$ cat src/sol_pkg.sv
package sol_pkg;

  localparam logic [1:0] SOL_REG_ID    = 2'h0;
  localparam logic [1:0] SOL_REG_CONST = 2'h1;
  localparam logic [1:0] SOL_REG_UPPER = 2'h2;
  localparam logic [1:0] SOL_REG_LOWER = 2'h3;

  localparam logic [7:0] SOL_CONST_VAL   = 8'h10;
  localparam logic [4:0] SOL_COMP_ID     = 5'h0b; // Arbitrary value
  localparam logic [2:0] SOL_NO_TERM_ID  = 3'h7;
  localparam logic [7:0] SOL_CHAN_RESET  = 8'h00;
  localparam logic [7:0] SOL_RDATA_RESET = 8'h00;
  localparam int         SOL_ID_LSB      = 3;
  localparam int         SOL_UPPER_LSB   = 8;
  localparam int         SOL_SYNC_W      = 4;

  typedef struct packed {
    logic       rd;
    logic       wr;
    logic [1:0] addr;
    logic [7:0] wdata;
  } sol_req_type;

  typedef struct packed {
    logic       term_present;
    logic [2:0] term_id;
  } sol_term_type;

endpackage : sol_pkg

$ cat src/sol_output_latch.sv
`timescale 1ns/1ps
// Operation
// - Register 0 read returns module and terminal code
// - Absent terminal forces low three bits high
// - Register 1 always reads hardwired minus 240
// - Register 2 reads channels 8 to 15
// - Register 3 reads channels 0 to 7
// - Readback comes from latch, not switches
// - Any register 0 write opens all channels
// - Register 0 write equals backplane reset
// - Register 2 write sets channels 8 to 15
// - Register 3 write sets channels 0 to 7
// - One closes a switch, zero opens it
module sol_output_latch
  import sol_pkg::*;
(
  // Clock and reset
  input  wire logic         i_clk,
  input  wire logic         i_rst,
  // Backplane
  input  wire logic         i_bp_rst,
  input  wire sol_req_type  i_req,
  output logic      [7:0]   o_rdata,
  output logic              o_rvalid,
  // Terminal module pins
  input  wire sol_term_type i_term,
  // Channel switch drives
  output logic      [15:0]  o_chan_close
);

  sol_term_type term_s;
  logic [7:0]   upper_r;
  logic [7:0]   lower_r;
  logic [7:0]   rdata_nxt;
  logic         card_reset;

  sol_pin_sync #(
    .W       (SOL_SYNC_W)
  ) u_sync (
    .i_clk   (i_clk),
    .i_rst   (i_rst),
    .i_pin   (i_term),
    .o_level (term_s)
  );

  function automatic logic [7:0] ident(input sol_term_type t);
    logic [2:0] low;
    low = t.term_present ? t.term_id : SOL_NO_TERM_ID;
    return {SOL_COMP_ID, low};
  endfunction : ident

  assign card_reset = i_rst || i_bp_rst ||
                      (i_req.wr && i_req.addr == SOL_REG_ID);

  // Command latches
  always_ff @(posedge i_clk) begin
    if (card_reset) begin
      upper_r <= SOL_CHAN_RESET;
      lower_r <= SOL_CHAN_RESET;
    end else if (i_req.wr) begin
      if (i_req.addr == SOL_REG_UPPER) begin
        upper_r <= i_req.wdata;
      end else if (i_req.addr == SOL_REG_LOWER) begin
        lower_r <= i_req.wdata;
      end
      // Register 1 write is ignored
    end
  end

  assign o_chan_close = {upper_r, lower_r};

  // Read decode
  always_comb begin
    if (i_req.addr == SOL_REG_ID) begin
      rdata_nxt = ident(term_s);
    end else if (i_req.addr == SOL_REG_CONST) begin
      rdata_nxt = SOL_CONST_VAL;
    end else if (i_req.addr == SOL_REG_UPPER) begin
      rdata_nxt = upper_r;
    end else begin
      rdata_nxt = lower_r;
    end
  end

  always_ff @(posedge i_clk) begin
    if (i_rst) begin
      o_rdata <= SOL_RDATA_RESET;
    end else if (i_req.rd) begin
      o_rdata <= rdata_nxt;
    end
  end

  always_ff @(posedge i_clk) begin
    if (i_rst) begin
      o_rvalid <= 1'b0;
    end else begin
      o_rvalid <= i_req.rd;
    end
  end

  // Checks
  property p_id_read;
    @(posedge i_clk) disable iff (i_rst)
      (i_req.rd && i_req.addr == SOL_REG_ID)
        |=> (o_rdata[7:SOL_ID_LSB] == SOL_COMP_ID && o_rvalid);
  endproperty
  a_id_read: assert property (p_id_read)
    else $error("id read wrong");

  property p_no_term;
    @(posedge i_clk) disable iff (i_rst)
      (i_req.rd && i_req.addr == SOL_REG_ID && !term_s.term_present)
        |=> o_rdata[SOL_ID_LSB-1:0] == SOL_NO_TERM_ID;
  endproperty
  a_no_term: assert property (p_no_term)
    else $error("absent terminal not flagged");

  property p_const;
    @(posedge i_clk) disable iff (i_rst)
      (i_req.rd && i_req.addr == SOL_REG_CONST)
        |=> $signed({8'hff, o_rdata}) == -240;
  endproperty
  a_const: assert property (p_const)
    else $error("constant register wrong");

  property p_upper_rb;
    @(posedge i_clk) disable iff (i_rst)
      (i_req.rd && i_req.addr == SOL_REG_UPPER)
        |=> o_rdata == $past(o_chan_close[15:SOL_UPPER_LSB]);
  endproperty
  a_upper_rb: assert property (p_upper_rb)
    else $error("upper readback wrong");

  property p_lower_rb;
    @(posedge i_clk) disable iff (i_rst)
      (i_req.rd && i_req.addr == SOL_REG_LOWER)
        |=> o_rdata == $past(o_chan_close[SOL_UPPER_LSB-1:0]);
  endproperty
  a_lower_rb: assert property (p_lower_rb)
    else $error("lower readback wrong");

  property p_reset_write;
    @(posedge i_clk) disable iff (i_rst)
      (i_req.wr && i_req.addr == SOL_REG_ID) |=> o_chan_close == 16'h0000;
  endproperty
  a_reset_write: assert property (p_reset_write)
    else $error("register 0 write left a channel closed");

  property p_bp_reset;
    @(posedge i_clk) disable iff (i_rst)
      i_bp_rst |=> o_chan_close == 16'h0000;
  endproperty
  a_bp_reset: assert property (p_bp_reset)
    else $error("backplane reset left a channel closed");

  property p_upper_wr;
    @(posedge i_clk) disable iff (i_rst)
      (i_req.wr && i_req.addr == SOL_REG_UPPER && !i_bp_rst)
        |=> o_chan_close[15:SOL_UPPER_LSB] == $past(i_req.wdata)
            && $stable(o_chan_close[SOL_UPPER_LSB-1:0]);
  endproperty
  a_upper_wr: assert property (p_upper_wr)
    else $error("upper write not applied");

  property p_lower_wr;
    @(posedge i_clk) disable iff (i_rst)
      (i_req.wr && i_req.addr == SOL_REG_LOWER && !i_bp_rst)
        |=> o_chan_close[SOL_UPPER_LSB-1:0] == $past(i_req.wdata)
            && $stable(o_chan_close[15:SOL_UPPER_LSB]);
  endproperty
  a_lower_wr: assert property (p_lower_wr)
    else $error("lower write not applied");

  property p_after_rst;
    @(posedge i_clk) $fell(i_rst) |-> o_chan_close == 16'h0000;
  endproperty
  a_after_rst: assert property (p_after_rst)
    else $error("latches not clear after reset");

  property p_const_wr;
    @(posedge i_clk) disable iff (i_rst)
      (i_req.wr && i_req.addr == SOL_REG_CONST && !i_bp_rst) |=> $stable(o_chan_close);
  endproperty
  a_const_wr: assert property (p_const_wr)
    else $error("register 1 write changed channels");

  c_upper_wr: cover property (@(posedge i_clk) disable iff (i_rst)
    i_req.wr && i_req.addr == SOL_REG_UPPER && i_req.wdata != 8'h00);
  c_reset_wr: cover property (@(posedge i_clk) disable iff (i_rst)
    o_chan_close != 16'h0000 ##1 (i_req.wr && i_req.addr == SOL_REG_ID));
  c_id_noterm: cover property (@(posedge i_clk) disable iff (i_rst)
    i_req.rd && i_req.addr == SOL_REG_ID && !term_s.term_present);

endmodule : sol_output_latch

$ cat src/sol_pin_sync.sv
`timescale 1ns/1ps
module sol_pin_sync
  import sol_pkg::*;
#(
  parameter int W = SOL_SYNC_W
) (
  // Clock and reset
  input  wire logic         i_clk,
  input  wire logic         i_rst,
  // Pins
  input  wire logic [W-1:0] i_pin,
  // Filtered level
  output logic      [W-1:0] o_level
);

  logic [W-1:0] s1_r;
  logic [W-1:0] s2_r;
  logic [W-1:0] s3_r;

  always_ff @(posedge i_clk) begin
    if (i_rst) begin
      s1_r <= '0;
      s2_r <= '0;
      s3_r <= '0;
    end else begin
      s1_r <= i_pin;
      s2_r <= s1_r;
      s3_r <= s2_r;
    end
  end

  // Bits change once stages two and three agree
  always_ff @(posedge i_clk) begin
    if (i_rst) begin
      o_level <= '0;
    end else begin
      for (int i = 0; i < W; i++) begin
        if (s2_r[i] == s3_r[i]) begin
          o_level[i] <= s3_r[i];
        end
      end
    end
  end

endmodule : sol_pin_sync

$ cat config.mk
export PLATFORM = sky130hd
export DESIGN_NAME = sol_output_latch
export DESIGN_NICKNAME = d
export VERILOG_FILES = /design/src/sol_pkg.sv /design/src/sol_output_latch.sv /design/src/sol_pin_sync.sv
export SDC_FILE = /design/constraint.sdc
export NUM_CORES = 1
export LEC_CHECK = 0
export BUFFER_PORTS_ARGS = -buffer_cell sky130_fd_sc_hd__buf_4
export CAP_MARGIN = 5
export CELL_PAD_IN_SITES_DETAIL_PLACEMENT = 1
export CELL_PAD_IN_SITES_GLOBAL_PLACEMENT = 1
export CORE_MARGIN = 5
export CORE_UTILIZATION = 35
export DETAILED_ROUTE_END_ITERATION = 7
export PLACE_DENSITY = 0.81
export SYNTH_ARGS = -nofsm -noshare
export SYNTH_HDL_FRONTEND = slang
export SYNTH_SLANG_ARGS = --single-unit
$ cat constraint.sdc
create_clock -name i_clk -period 2.7 [get_ports i_clk]
set_input_delay 0.27 -clock i_clk [delete_from_list [all_inputs] [get_ports i_clk]]
set_output_delay 0.27 -clock i_clk [all_outputs]
set_load 0.01 [all_outputs]
==> results.toml <==
[finish]
num_antenna_cells = 0
drive_gt1_frac = 0.266
finalNonFillerCells = 244
num-fill-cells = 515
multi_input_area_um2 = 637
final_nets = 210
regArea_um2 = 821
syn_to_final_growth_pct = 26.1

[clock_tree]
clk_pin_slew_ns = 0.08
cts_buffer_depth = 2
cts.htree.levels = 2
cts_buffers = 5
postCtsSetupBuffers = 0
cts_resized = 0
numClockSinks = 41
clk_latency_ns = 0.28
cts_tree = "done"
cts_hold_buf = 0
cts_root_buf = "clkbuf_8"

[floorplan]
placeableCoreArea_um2 = 4290
die_h_um = 76.1
fp.dieW_um = 76.1
rows = 24
die_area_um2 = 5790
boundaryPins = 44
start_util = 0.356

[synthesis]
yosysUniqueCellTypes = 26
synth-main-ff-cell = "dfxtp_1"
synth_most_common_cell = "dfxtp_1"
synth_top_area_frac = 0.536
synth_top_cells_by_count = "41 x dfxtp_1, 21 x nor2_1, 17 x mux2i_1, 16 x nor2b_1"
synth_top_cell_by_area = "dfxtp_1"
yosys_warnings = 0
synth_seq_cells = 41
synth-edff-count = 0
synthTopCellsByArea = "dfxtp_1 54%, mux2i_1 11%, nor2b_1 6.5%"
syn-cell-area_um2 = 1530
synthArstFlopShare = 0
yosysSeqAreaShare = 0.536
avgSynthCellArea_um2 = 10.1
synth_cells = 152
syn_nets = 171

[worst_hold_path]
whs_endpoint = "u_sync.s1_r[3]$_SDFF_PP0_"
hp-start = "i_term[3]"
hp-class = "input pin to register"
min_path_cells = 2

[route]
drtPass1Iterations = 4
wire_per_inst_um = 14.5
routed.top_layer = "met4"
via_per_inst = 4.91
drc = 0
routed-wl-met3_um = 126
drtIter0Drc = 64
dr_total_vias = 1197
wirelength_um = 3540
met1_length_um = 1670
met2_length_um = 1670
ant_nets = 0

[place]
place_hpwl_um = 2590
dp_worst_setup_slack_ns = 1.21
port_buffers = 43
place_inst = 236
gp_congestion = 0.719

[timing]
tns_ns = 0
slew_violations = 0
relSlewSlack = 0.608
rsz0062_at_grt = "no"
fin_crit_ns = 1.17
worstMarginPinSlew_ns = 0.586
setup_viol = 0
fmax_mhz = 854
fin_skew_ns = 0.00846
min_period_over_period = 0.433
worst_slack_ns = 1.53
hold_violations = 0

[grt]
antenna_found_initial = 0
track_usage = 0.126
grt_max_degree = 27
grt_pass1_wl_um = 5840
grt_pass1_vias = 1183
overflow = 0

[setup_path]
required_ns = 2.86
r2r_cells = 3
r2r_setup_slack_ns = 1.57
cp.arrival_ns = 1.33
crit_slowest_cell = "nand3b_1"
crit_fanout = 16
max_stage_delay_ns = 0.51
cp-start-kind = "input pin"
rr_endpoint = "o_rdata[2]$_SDFFE_PP0P_"
crit_path_end_kind = "register"
cp_cell_sequence = "buf_4 > nand3b_1 > mux2i_1 > nor2_1"
path_class = "input pin to register"
r2r-start = "u_sync.o_level[3]$_SDFFE_PP0N_"

[run_status]
status = "completed"

[pwr]
p_leak_nw = 0.869
powerDensity_nw_per_um2 = 571
ir_drop_mv = 0.252

[flow_run]
maxCapViolCount = 0
-- placed cells by master (no fill, tap or decap), drive strengths merged --
cell type	synthesis	layout
or3	1	1
a21o	1	1
nor3	3	3
or2b	1	1
nand2	4	4
mux2i	17	17
buf	8	43
inv	1	1
dfxtp	41	41
nor2	21	21
nor3b	4	4
o21ai	4	4
a311oi	2	2
o311a	3	3
a21oi	6	6
nor2b	16	16
nand4	1	1
nand3	7	7
mux2	2	2
nand3b	2	2
clkbuf	3	8
a31oi	1	1
nand2b	3	3
-- cell families (layout without fill, tap and decap cells) --
group / Yosys count / after routing / synth area share
simple gates: 63 / 63 / 0.218
flops: 41 / 41 / 0.536
mux: 19 / 19 / 0.126
compound gates: 17 / 17 / 0.0728
buf+inv: 12 / 52 / 0.0474
-- through the flow --
| stage | cell area (um2) | total power, W | hold WS, ns | util |
|---|---|---|---|---|
| 2_1_floorplan | 1530 | 0.000702 | 0.342 | - |
| 3_3_place_gp | 1850 | 0.000742 | 0.416 | 0.431 |
| 3_5_place_dp | 1850 | 0.000745 | 0.427 | 0.431 |
| 4_1_cts | 1930 | 0.00112 | 0.193 | 0.449 |
| 5_1_grt | 1930 | 0.00115 | 0.196 | 0.449 |
| 6_report | 1930 | 0.00110 | 0.202 | 0.449 |
-- state kept, by name (all words and copies together), names as in the netlist --
name	count
lower_r	8
u_sync.s3_r	4
u_sync.o_level	4
u_sync.s2_r	4
o_rvalid	1
u_sync.s1_r	4
upper_r	8
o_rdata	8
-- final cells by class --
type / count / share of cell area
clock buffers: 8 / 0.0415
inverters: 1 / 0.00195
multi-input cells: 99 / 0.330
flip-flops and latches: 41 / 0.425
well taps: 52 / 0.0337
repair buffers: 43 / 0.167
-- routing by layer --
metal | global-route usage | vias to the layer above
met5 | 0 | -
li1 | - | 591
met4 | 0.0577 | 0
met3 | 0.0331 | 5
met2 | 0.198 | 29
met1 | 0.160 | 572
-- report_power, final --
group          total (W)  internal [W]  switching (W)
clock network   0.000373      0.000184       0.000190
logic          0.0000989     0.0000506      0.0000483
registers       0.000630      0.000621     0.00000882
total            0.00110      0.000856       0.000247
-- worst max-delay path by stage --
stage	depth (start not counted)	slack [ns]	start	to
2_1_floorplan	6	1.56	i_req[9]	lower_r[0]$_SDFFE_PP0P_
3_5_place_dp	4	1.21	i_req[8]	upper_r[0]$_SDFFE_PP0P_
6_report	4	1.53	i_req[8]	upper_r[0]$_SDFFE_PP0P_
4_1_cts	4	1.52	i_req[8]	upper_r[0]$_SDFFE_PP0P_
5_1_grt	4	1.43	i_req[8]	upper_r[0]$_SDFFE_PP0P_
3_3_place_gp	4	1.24	i_req[8]	upper_r[1]$_SDFFE_PP0P_
-- critical path, delay by kind of cell --
| kind | cells | cell delay [ns] |
|---|---|---|
| and+or+nand+nor | 2 | 0.57 |
| muxes | 1 | 0.31 |
| buffers and inverters | 1 | 0.17 |
Power figures use the tool's default switching activity.
